<file path="src/logic/iocn_defines.vh">
// Constants for the pin change notifier and output remapper
//
// Function
// - Style clear: low enable flags any mismatch
// - Style set, low only: rising edges
// - Style set, high only: falling edges
// - Style set, both enables: both edges
// - Status bit shows change since read
// - Event flag set on selected edge
// - Event flag sticky until software clears
// - Interrupt only from pins set as input in direction register, even pin 0 driven by fixed peripheral
// - Peripheral inputs and outputs mapped independently
// - Lock protects mapping against spurious writes
// - Remappable peripheral unconnected until assigned
// - Fixed peripheral always on its pin
// - First map register: b13-8 pin b
// - Second map register: b13-8 pin d
// - Bits 15-14, 7-6 read zero
// - Mapped outputs are internal virtual ports
// - Nothing detected until control bit 15
// - Edge style select at bit 11
// - Detection never depends on sleep state
`ifndef IOCN_DEFINES_VH
`define IOCN_DEFINES_VH

// ******************************
// Widths
// ******************************
`define IOCN_NPINS 16
`define IOCN_AW 8
`define IOCN_DW 16
`define IOCN_NFUNC 64

// ******************************
// Register offsets
// ******************************
`define IOCN_ADDR_CTRL 8'h00
`define IOCN_ADDR_DIR 8'h04
`define IOCN_ADDR_PORT 8'h08
`define IOCN_ADDR_ENLO 8'h0c
`define IOCN_ADDR_ENHI 8'h10
`define IOCN_ADDR_STAT 8'h14
`define IOCN_ADDR_FLAG 8'h18
`define IOCN_ADDR_MAP_AB 8'h1c
`define IOCN_ADDR_MAP_CD 8'h20
`define IOCN_ADDR_LOCK 8'h24
`define IOCN_ADDR_INMAP 8'h28
`define IOCN_ADDR_LAT 8'h2c

// ******************************
// Fields
// ******************************
`define IOCN_CTRL_ON 15
`define IOCN_CTRL_STYLE 11
`define IOCN_MAP_HI_MSB 13
`define IOCN_MAP_HI_LSB 8
`define IOCN_MAP_LO_MSB 5
`define IOCN_MAP_LO_LSB 0
`define IOCN_MAP_MASK 16'h3f3f
`define IOCN_INMAP_MASK 16'h1f1f
`define IOCN_LOCK_BIT 0
`define IOCN_UNLOCK_KEY 16'h5a3c

// ******************************
// Reset values
// ******************************
`define IOCN_RST_DIR 16'hffff
`define IOCN_RST_ZERO 16'h0000
`define IOCN_FUNC_NONE 6'h00
`define IOCN_INSEL_NONE 5'h00
`define IOCN_INSEL_VIRT 5'h11

`endif

</file>
<file path="src/logic/iocn_detect.v">
// Pin synchroniser and change/edge detector for one port
`timescale 1ns/10ps
`default_nettype none
`include "iocn_defines.vh"

module iocn_detect (
  input wire i_clk_sys,
  input wire i_rst,
  input wire [`IOCN_NPINS-1:0] i_pin,
  input wire [`IOCN_NPINS-1:0] i_ref,
  input wire i_on,
  input wire i_style,
  input wire [`IOCN_NPINS-1:0] i_en_lo,
  input wire [`IOCN_NPINS-1:0] i_en_hi,
  output wire [`IOCN_NPINS-1:0] o_cur,
  output wire [`IOCN_NPINS-1:0] o_chg,
  output reg [`IOCN_NPINS-1:0] o_hit
);

  reg [`IOCN_NPINS-1:0] meta_reg;
  reg [`IOCN_NPINS-1:0] sync_reg;
  reg [`IOCN_NPINS-1:0] prev_reg;
  wire [`IOCN_NPINS-1:0] rise;
  wire [`IOCN_NPINS-1:0] fall;
  wire [`IOCN_NPINS-1:0] mism;

  // ******************************
  // Two-stage pin synchroniser and history
  // ******************************
  always @(posedge i_clk_sys or posedge i_rst) begin
    if (i_rst) begin
      meta_reg <= `IOCN_RST_ZERO;
      sync_reg <= `IOCN_RST_ZERO;
      prev_reg <= `IOCN_RST_ZERO;
    end else begin
      meta_reg <= i_pin;
      sync_reg <= meta_reg;
      prev_reg <= sync_reg;
    end
  end

  // Edge and mismatch terms from synchronised level
  assign rise = sync_reg & ~prev_reg;
  assign fall = ~sync_reg & prev_reg;
  assign mism = sync_reg ^ i_ref;
  assign o_cur = sync_reg;
  assign o_chg = i_on ? (rise | fall) : `IOCN_RST_ZERO;

  // Event select from style and the two enables, no sleep gating
  always @* begin
    if (!i_on) begin
      o_hit = `IOCN_RST_ZERO;
    end else if (!i_style) begin
      o_hit = i_en_lo & mism;
    end else begin
      o_hit = (i_en_lo & rise) | (i_en_hi & fall);
    end
  end

endmodule
`default_nettype wire

</file>
<file path="src/logic/iocn_top.v">
// Port change notifier with protected output and input remapping
`timescale 1ns/10ps
`default_nettype none
`include "iocn_defines.vh"

module iocn_top (
  input wire i_clk_sys,
  input wire i_rst,
  // Register port
  input wire [`IOCN_AW-1:0] i_addr,
  input wire [`IOCN_DW-1:0] i_wdata,
  input wire i_wr,
  input wire i_rd,
  output reg [`IOCN_DW-1:0] o_rdata,
  // Physical port pins
  input wire [`IOCN_NPINS-1:0] i_pin,
  output reg [`IOCN_NPINS-1:0] o_pin_out,
  output reg [`IOCN_NPINS-1:0] o_pin_oe,
  // Peripheral side
  input wire [`IOCN_NFUNC-1:0] i_periph_out,
  input wire i_fixed_en,
  input wire i_fixed_out,
  output reg [1:0] o_periph_in,
  output reg [3:0] o_virt_pin,
  // Change notification request and map lock state
  output reg o_cn_irq,
  output reg o_map_locked
);

  // ******************************
  // Register state
  // ******************************
  reg ctrl_on_reg;
  reg ctrl_style_reg;
  reg [`IOCN_NPINS-1:0] dir_reg;
  reg [`IOCN_NPINS-1:0] en_lo_reg;
  reg [`IOCN_NPINS-1:0] en_hi_reg;
  reg [`IOCN_NPINS-1:0] stat_reg;
  reg [`IOCN_NPINS-1:0] flag_reg;
  reg [`IOCN_NPINS-1:0] ref_reg;
  reg [`IOCN_NPINS-1:0] lat_reg;
  reg [`IOCN_DW-1:0] map_ab_reg;
  reg [`IOCN_DW-1:0] map_cd_reg;
  reg [`IOCN_DW-1:0] inmap_reg;
  reg lock_reg;

  reg [`IOCN_NPINS-1:0] stat_next;
  reg [`IOCN_NPINS-1:0] flag_next;
  reg [`IOCN_DW-1:0] rdata_next;
  reg [3:0] virt_next;
  reg [1:0] pin_in_next;
  reg [`IOCN_NPINS-1:0] pin_out_next;

  wire [`IOCN_NPINS-1:0] cur_pin;
  wire [`IOCN_NPINS-1:0] chg_pin;
  wire [`IOCN_NPINS-1:0] hit_pin;
  wire wr_ctrl;
  wire wr_dir;
  wire wr_enlo;
  wire wr_enhi;
  wire wr_flag;
  wire wr_map_ab;
  wire wr_map_cd;
  wire wr_lock;
  wire wr_inmap;
  wire wr_lat;
  wire rd_port;
  wire map_open;

  // ******************************
  // Functions
  // ******************************

  // Picks the peripheral output chosen by a function number
  function func_pick;
    input [5:0] num;
    input [`IOCN_NFUNC-1:0] src;
    begin
      if (num == `IOCN_FUNC_NONE) begin
        func_pick = 1'b0;
      end else begin
        func_pick = src[num];
      end
    end
  endfunction

  // Picks a remappable source for a peripheral input
  function in_pick;
    input [4:0] sel;
    input [`IOCN_NPINS-1:0] pins;
    input [3:0] virt;
    reg [4:0] idx;
    begin
      idx = sel - 5'h01;
      if (sel == `IOCN_INSEL_NONE) begin
        in_pick = 1'b0;
      end else if (sel < `IOCN_INSEL_VIRT) begin
        in_pick = pins[idx[3:0]];
      end else if (sel < `IOCN_INSEL_VIRT + 5'h04) begin
        in_pick = virt[sel[1:0] - 2'h1];
      end else begin
        in_pick = 1'b0;
      end
    end
  endfunction

  // Address match for one register with a strobe
  function hit_addr;
    input strobe;
    input [`IOCN_AW-1:0] addr;
    input [`IOCN_AW-1:0] want;
    begin
      hit_addr = strobe && (addr == want);
    end
  endfunction

  // ******************************
  // Detector
  // ******************************
  iocn_detect u_detect (
    .i_clk_sys(i_clk_sys),
    .i_rst(i_rst),
    .i_pin(i_pin),
    .i_ref(ref_reg),
    .i_on(ctrl_on_reg),
    .i_style(ctrl_style_reg),
    .i_en_lo(en_lo_reg),
    .i_en_hi(en_hi_reg),
    .o_cur(cur_pin),
    .o_chg(chg_pin),
    .o_hit(hit_pin)
  );

  // ******************************
  // Write decode
  // ******************************
  assign wr_ctrl = hit_addr(i_wr, i_addr, `IOCN_ADDR_CTRL);
  assign wr_dir = hit_addr(i_wr, i_addr, `IOCN_ADDR_DIR);
  assign wr_enlo = hit_addr(i_wr, i_addr, `IOCN_ADDR_ENLO);
  assign wr_enhi = hit_addr(i_wr, i_addr, `IOCN_ADDR_ENHI);
  assign wr_flag = hit_addr(i_wr, i_addr, `IOCN_ADDR_FLAG);
  assign wr_map_ab = hit_addr(i_wr, i_addr, `IOCN_ADDR_MAP_AB);
  assign wr_map_cd = hit_addr(i_wr, i_addr, `IOCN_ADDR_MAP_CD);
  assign wr_lock = hit_addr(i_wr, i_addr, `IOCN_ADDR_LOCK);
  assign wr_inmap = hit_addr(i_wr, i_addr, `IOCN_ADDR_INMAP);
  assign wr_lat = hit_addr(i_wr, i_addr, `IOCN_ADDR_LAT);
  assign rd_port = hit_addr(i_rd, i_addr, `IOCN_ADDR_PORT);
  assign map_open = !lock_reg;

  // ******************************
  // Status and flag next values
  // ******************************

  // Set terms win over software clears
  always @* begin
    stat_next = stat_reg;
    if (rd_port) begin
      stat_next = `IOCN_RST_ZERO;
    end
    stat_next = stat_next | chg_pin;
    flag_next = flag_reg;
    if (wr_flag) begin
      flag_next = flag_reg & ~i_wdata;
    end
    flag_next = flag_next | hit_pin;
  end

  // ******************************
  // Control registers
  // ******************************
  always @(posedge i_clk_sys or posedge i_rst) begin
    if (i_rst) begin
      ctrl_on_reg <= 1'b0;
      ctrl_style_reg <= 1'b0;
      dir_reg <= `IOCN_RST_DIR;
      en_lo_reg <= `IOCN_RST_ZERO;
      en_hi_reg <= `IOCN_RST_ZERO;
      lat_reg <= `IOCN_RST_ZERO;
    end else begin
      if (wr_ctrl) begin
        ctrl_on_reg <= i_wdata[`IOCN_CTRL_ON];
        ctrl_style_reg <= i_wdata[`IOCN_CTRL_STYLE];
      end
      if (wr_dir) begin
        dir_reg <= i_wdata;
      end
      if (wr_enlo) begin
        en_lo_reg <= i_wdata;
      end
      if (wr_enhi) begin
        en_hi_reg <= i_wdata;
      end
      if (wr_lat) begin
        lat_reg <= i_wdata;
      end
    end
  end

  // ******************************
  // Change state
  // ******************************

  // Reference level captured on every port read
  always @(posedge i_clk_sys or posedge i_rst) begin
    if (i_rst) begin
      stat_reg <= `IOCN_RST_ZERO;
      flag_reg <= `IOCN_RST_ZERO;
      ref_reg <= `IOCN_RST_ZERO;
    end else begin
      stat_reg <= stat_next;
      flag_reg <= flag_next;
      if (rd_port) begin
        ref_reg <= cur_pin;
      end
    end
  end

  // ******************************
  // Mapping registers and lock
  // ******************************

  // Map writes ignored while locked; reserved bits never stored
  always @(posedge i_clk_sys or posedge i_rst) begin
    if (i_rst) begin
      map_ab_reg <= `IOCN_RST_ZERO;
      map_cd_reg <= `IOCN_RST_ZERO;
      inmap_reg <= `IOCN_RST_ZERO;
      lock_reg <= 1'b0;
    end else begin
      if (wr_map_ab && map_open) begin
        map_ab_reg <= i_wdata & `IOCN_MAP_MASK;
      end
      if (wr_map_cd && map_open) begin
        map_cd_reg <= i_wdata & `IOCN_MAP_MASK;
      end
      if (wr_inmap && map_open) begin
        inmap_reg <= i_wdata & `IOCN_INMAP_MASK;
      end
      if (wr_lock) begin
        if (i_wdata == `IOCN_UNLOCK_KEY) begin
          lock_reg <= 1'b0;
        end else if (i_wdata[`IOCN_LOCK_BIT]) begin
          lock_reg <= 1'b1;
        end
      end
    end
  end

  // ******************************
  // Routing
  // ******************************

  // Virtual ports carry only the selected peripheral outputs
  always @* begin
    virt_next[0] = func_pick(map_ab_reg[`IOCN_MAP_LO_MSB:`IOCN_MAP_LO_LSB], i_periph_out);
    virt_next[1] = func_pick(map_ab_reg[`IOCN_MAP_HI_MSB:`IOCN_MAP_HI_LSB], i_periph_out);
    virt_next[2] = func_pick(map_cd_reg[`IOCN_MAP_LO_MSB:`IOCN_MAP_LO_LSB], i_periph_out);
    virt_next[3] = func_pick(map_cd_reg[`IOCN_MAP_HI_MSB:`IOCN_MAP_HI_LSB], i_periph_out);
  end

  // Peripheral inputs each from their own selected source
  always @* begin
    pin_in_next[0] = in_pick(inmap_reg[4:0], cur_pin, o_virt_pin);
    pin_in_next[1] = in_pick(inmap_reg[12:8], cur_pin, o_virt_pin);
  end

  // Fixed peripheral owns pin 0 whenever it is active
  always @* begin
    pin_out_next = lat_reg;
    if (i_fixed_en) begin
      pin_out_next[0] = i_fixed_out;
    end
  end

  // ******************************
  // Outputs
  // ******************************
  always @(posedge i_clk_sys or posedge i_rst) begin
    if (i_rst) begin
      o_virt_pin <= 4'h0;
      o_periph_in <= 2'h0;
      o_pin_out <= `IOCN_RST_ZERO;
      o_pin_oe <= `IOCN_RST_ZERO;
      o_cn_irq <= 1'b0;
      o_map_locked <= 1'b0;
    end else begin
      o_virt_pin <= virt_next;
      o_periph_in <= pin_in_next;
      o_pin_out <= pin_out_next;
      o_pin_oe <= ~dir_reg | {{(`IOCN_NPINS-1){1'b0}}, i_fixed_en};
      o_cn_irq <= ctrl_on_reg && |(flag_reg & dir_reg);
      o_map_locked <= lock_reg;
    end
  end

  // ******************************
  // Read path
  // ******************************

  // If-chain decode; unmapped addresses read zero
  always @* begin
    rdata_next = `IOCN_RST_ZERO;
    if (i_rd) begin
      if (i_addr == `IOCN_ADDR_CTRL) begin
        rdata_next[`IOCN_CTRL_ON] = ctrl_on_reg;
        rdata_next[`IOCN_CTRL_STYLE] = ctrl_style_reg;
      end else if (i_addr == `IOCN_ADDR_DIR) begin
        rdata_next = dir_reg;
      end else if (i_addr == `IOCN_ADDR_PORT) begin
        rdata_next = cur_pin;
      end else if (i_addr == `IOCN_ADDR_ENLO) begin
        rdata_next = en_lo_reg;
      end else if (i_addr == `IOCN_ADDR_ENHI) begin
        rdata_next = en_hi_reg;
      end else if (i_addr == `IOCN_ADDR_STAT) begin
        rdata_next = stat_reg;
      end else if (i_addr == `IOCN_ADDR_FLAG) begin
        rdata_next = flag_reg;
      end else if (i_addr == `IOCN_ADDR_MAP_AB) begin
        rdata_next = map_ab_reg;
      end else if (i_addr == `IOCN_ADDR_MAP_CD) begin
        rdata_next = map_cd_reg;
      end else if (i_addr == `IOCN_ADDR_LOCK) begin
        rdata_next[`IOCN_LOCK_BIT] = lock_reg;
      end else if (i_addr == `IOCN_ADDR_INMAP) begin
        rdata_next = inmap_reg;
      end else if (i_addr == `IOCN_ADDR_LAT) begin
        rdata_next = lat_reg;
      end
    end
  end

  // Read data stands one cycle after the strobe
  always @(posedge i_clk_sys or posedge i_rst) begin
    if (i_rst) begin
      o_rdata <= `IOCN_RST_ZERO;
    end else begin
      o_rdata <= rdata_next;
    end
  end

endmodule
`default_nettype wire

</file>
<file path="config.mk">
export PLATFORM = sky130hd
export DESIGN_NAME = iocn_top
export DESIGN_NICKNAME = d
export VERILOG_FILES = /design/src/logic/iocn_detect.v /design/src/logic/iocn_top.v
export VERILOG_INCLUDE_DIRS = /design/src /design/src/logic
export SDC_FILE = /design/constraint.sdc
export NUM_CORES = 1
export LEC_CHECK = 0
export BUFFER_PORTS_ARGS = -buffer_cell sky130_fd_sc_hd__buf_2
export CORE_MARGIN = 4
export CORE_UTILIZATION = 30
export CTS_CLUSTER_SIZE = 25
export DETAILED_ROUTE_END_ITERATION = 10
export SYNTH_ARGS = -nofsm -noshare
export SYNTH_HDL_FRONTEND = slang
export SYNTH_HIERARCHICAL = 1
export SYNTH_SLANG_ARGS = --single-unit
</file>
<file path="constraint.sdc">
create_clock -name i_clk_sys -period 6.8 [get_ports i_clk_sys]
set_clock_uncertainty 0.2 [all_clocks]
set_input_delay 1.02 -clock i_clk_sys [delete_from_list [all_inputs] [get_ports i_clk_sys]]
set_output_delay 1.02 -clock i_clk_sys [all_outputs]
set_load 0.01 [all_outputs]
</file>
==> qor.txt <==
final instance count without filler cells - 1889
outcome - finished clean
crit path max fanout - 16
gr ovfl total - 0
area after detailed placement - 15200 um^2
final non-filler cell area - 16100 um^2
fraction of registers with async set/reset - 100%
fraction of layout instances using a drive strength above 1 - 35.6%
number of cells after detailed placement - 1837
clock insertion delay at the later pin of the skew report - 0.55 ns
portion of total power attributed to the clock network - 40.5%
flop2flop setup slack - 3.97 ns
type of origin of the critical path - input port
compound-cell area share of the yosys netlist - 13.1%
full die area - 49700 um^2
clock-pin slew reported for the worst setup and hold paths after clock tree synthesis - 0.06 ns
Clock Root Buffer - sky130_fd_sc_hd__clkbuf_16
mux cell area share after synthesis - 24.3%
count of antenna-violating nets left after detailed routing - 0
distinct cell type count after synthesis - 72
combinational share of power - 12.7%
average wire per cell in the routed design - 25.0 um
num ports - 166
area added between synthesis and finish - 15.9%
global routing's busiest layer - met2
max-slew headroom at the worst pin - 26.6%
post-cts repair resize count - 0
Hold Fails Final Rpt - 0
nets in the synthesized netlist - 1287
worst reg-to-reg path cell count - 5
post-cts hold buffer count - 0
routed via count - 10538
predominant post-synthesis flop cell - sky130_fd_sc_hd__dfrtp_1
Leak - 7.13 nW
start point of the worst hold path - u_detect/meta_reg[2]
total internal power - 2.73 mW
number of antenna violations at the first check in global routing - 3
DRC viols - 0
synthesized area - 13900 um^2
effective utilization at floorplan - 30.4%
worst-case setup slack after placement - 2.87 ns
global-route wire length before repair - 70.7 mm
fin. max-slew vios - 0
CP peak stage delay - 0.93 ns
crit share post-route - 50.4%
reg-to-reg critical path startpoint - map_ab_reg[0]
Fmax achieved - 292 MHz
total of flip-flops plus latches after synthesis - 253
total of buffers placed on input and output ports - 165
vias in the first global route - 10669
Util after Layout - 35.3%
starting DRC count in detailed routing - 1058
share of the synthesized area in the top cell type - 42.8%
library cell with the largest summed area after synthesis - sky130_fd_sc_hd__dfrtp_1
setup tns final - 0 ns
average vias per placed instance - 5.58
end of the worst register-to-register path - o_virt_pin[0]
Critical Path End Type - flop
H-tree level count - 1
Post-CTS Setup Bufs - 0
worst min path class - reg2reg
global routing usage summed across all routing layers - 18.5%
horizontal extent of the die - 223 um
core region area - 45600 um^2
met3 Track Usage GR - 3.88%
Worst Max-Slew Pin Slew - 1.10 ns
GR Layer Usage met2 - 29.3%
Post-synth EDFFs - 0
Synth Area in XOR/XNOR - 1.14%
cell with the largest stage delay on the worst path - sky130_fd_sc_hd__nor2_2
final worst-path setup slack - 3.38 ns
worst ir drop on vdd - 0.168 mV
worst min-delay path endpoint - u_detect/o_cur[2]
maximum capacitance violations - 0
post-synthesis average cell area - 12.2 um^2
net switching power - 1.00 mW
main combinational cell family by area after synthesis - multiplexers
CTS tree - done
number of buffers created by CTS - 28
final critical path time including I/O delays and setup - 3.42 ns
Setup-failing EPs final - 0
Mapped Cells - 1141
hpwl dp - 33.9 mm
DIE HEIGHT - 223 um
Yosys warning total - 6
leading cell types by count after synthesis - 237 x sky130_fd_sc_hd__dfrtp_1, 129 x sky130_fd_sc_hd__mux2_2, 72 x sky130_fd_sc_hd__mux4_2
GP Congestion - 1.02
Sequential Power Share - 46.9%
Row Count - 78
WS Path Type - in2reg
Initial DRT Pass Iterations - 5
cell-by-cell listing of the critical path - buf_2 > nor2_1 > nand2_2 > nor2_2 > nand2_1 > a21o_1
number of clock sinks - 253
cell types occupying the most area after synthesis - sky130_fd_sc_hd__dfrtp_1 43%, sky130_fd_sc_hd__mux4_2 12%, sky130_fd_sc_hd__mux2_2 10%
Worst EP arrival - 3.66 ns
worst hold path depth - 0
Total Nets Final - 1413
switching fraction of total power - 26.8%
adder-cell share of the synthesized area - 3.25%
clock buffer depth - 3
wirelength, routed - 47.3 mm
met1 Use GR - 25.2%
Power per Cell Area - 232 nW/um^2
Seq/Total Area, Yosys - 45.8%
Final Power - 3.73 mW
Required @ worst endpoint - 7.04 ns
maximum number of pins on one net before global-route repair - 137
Hold Slack - 0.147 ns
post-synthesis simple-gate area fraction - 7.94%
RSZ-0062 raised after global routing - no
number of fill cells in the layout - 4515
count leader, synth - sky130_fd_sc_hd__dfrtp_1
worst max-delay path by stage:
| stage | slack (ns) | from | end | cells after the start |
|---|---|---|---|---|
| after floorplan | 0.01 | i_rst | ctrl_on_reg | 1 |
| after global placement | 2.89 | i_addr[4] | ref_reg[2] | 5 |
| after detailed placement | 2.87 | i_addr[4] | ref_reg[2] | 5 |
| after CTS | 3.40 | i_addr[4] | ref_reg[14] | 5 |
| after global routing | 3.30 | i_addr[3] | lat_reg[10] | 7 |
| final | 3.38 | i_addr[1] | flag_reg[15] | 6 |
per-layer routing:
metal	up-vias	part of all wire, %	routed length [um]
li1	4545	-	-
met1	5387	42	19900
met2	503	46	21800
met3	101	8.1	3820
met4	2	3.6	1690
met5	-	0.027	13
cells by family (layout without fill, tap and decap cells):
| logic type | Yosys count | in the layout |
|---|---|---|
| AOI/OAI and AO/OA | 254 | 254 |
| xor gates and xnor gates | 18 | 18 |
| adders and majority gates | 36 | 36 |
| buffers and inverters | 145 | 291 |
| DFF | 253 | 253 |
| muxes | 231 | 231 |
| other | 0 | 2 |
| and+or+nand+nor | 204 | 204 |
cell usage in the layout, fill, tap and decap left out, types with 7 or more instances in the layout:
master and count:
sky130_fd_sc_hd__a211oi_1 7, sky130_fd_sc_hd__a21o_1 33, sky130_fd_sc_hd__a21oi_1 58, sky130_fd_sc_hd__a221oi_1 12, sky130_fd_sc_hd__a22o_1 18, sky130_fd_sc_hd__a22oi_1 19, sky130_fd_sc_hd__a31oi_1 9, sky130_fd_sc_hd__a32o_1 17
sky130_fd_sc_hd__buf_2 165, sky130_fd_sc_hd__buf_4 13, sky130_fd_sc_hd__clkbuf_1 7, sky130_fd_sc_hd__clkbuf_16 29, sky130_fd_sc_hd__dfrtp_1 237, sky130_fd_sc_hd__dfstp_2 16, sky130_fd_sc_hd__ha_1 36, sky130_fd_sc_hd__inv_1 60
sky130_fd_sc_hd__mux2_2 129, sky130_fd_sc_hd__mux2i_1 30, sky130_fd_sc_hd__mux4_2 72, sky130_fd_sc_hd__nand2_1 51, sky130_fd_sc_hd__nand3_1 27, sky130_fd_sc_hd__nor2_1 33, sky130_fd_sc_hd__nor2b_1 28, sky130_fd_sc_hd__nor3_1 18
sky130_fd_sc_hd__o21ai_0 25, sky130_fd_sc_hd__o22ai_1 11, sky130_fd_sc_hd__o32ai_1 7, sky130_fd_sc_hd__xor2_1 17
power groups by stage:
stage               clock [mW]  combinational, mW  sequential [mW]
floorplan                    0              0.322             1.70
global placement             0              0.458             1.77
detailed placement           0              0.470             1.77
CTS                       1.54              0.472             1.74
global route              1.61              0.516             1.76
finish                    1.51              0.472             1.75
final cells by class:
class                           count  area (um^2)  share of cell area, %
Antenna cell                        2         5.00                 0.0311
Clock buffer                       39          793                   4.93
Clock inverter                     11          121                  0.755
Inverter                           63          244                   1.52
Multi-Input combinational cell    743         6890                   42.9
Sequential cell                   253         6350                   39.5
Tap cell                          600          751                   4.67
Timing Repair Buffer              178          923                   5.74
worst max-delay path: cells and delay by family:
| kind | cells | cell delay (ns) |
|---|---|---|
| AOI/OAI and AO/OA | 1 | 0.21 |
| buffers and inverters | 1 | 0.16 |
| and+or+nand+nor | 4 | 2.25 |
No activity file was read; power rests on OpenSTA's default activity.
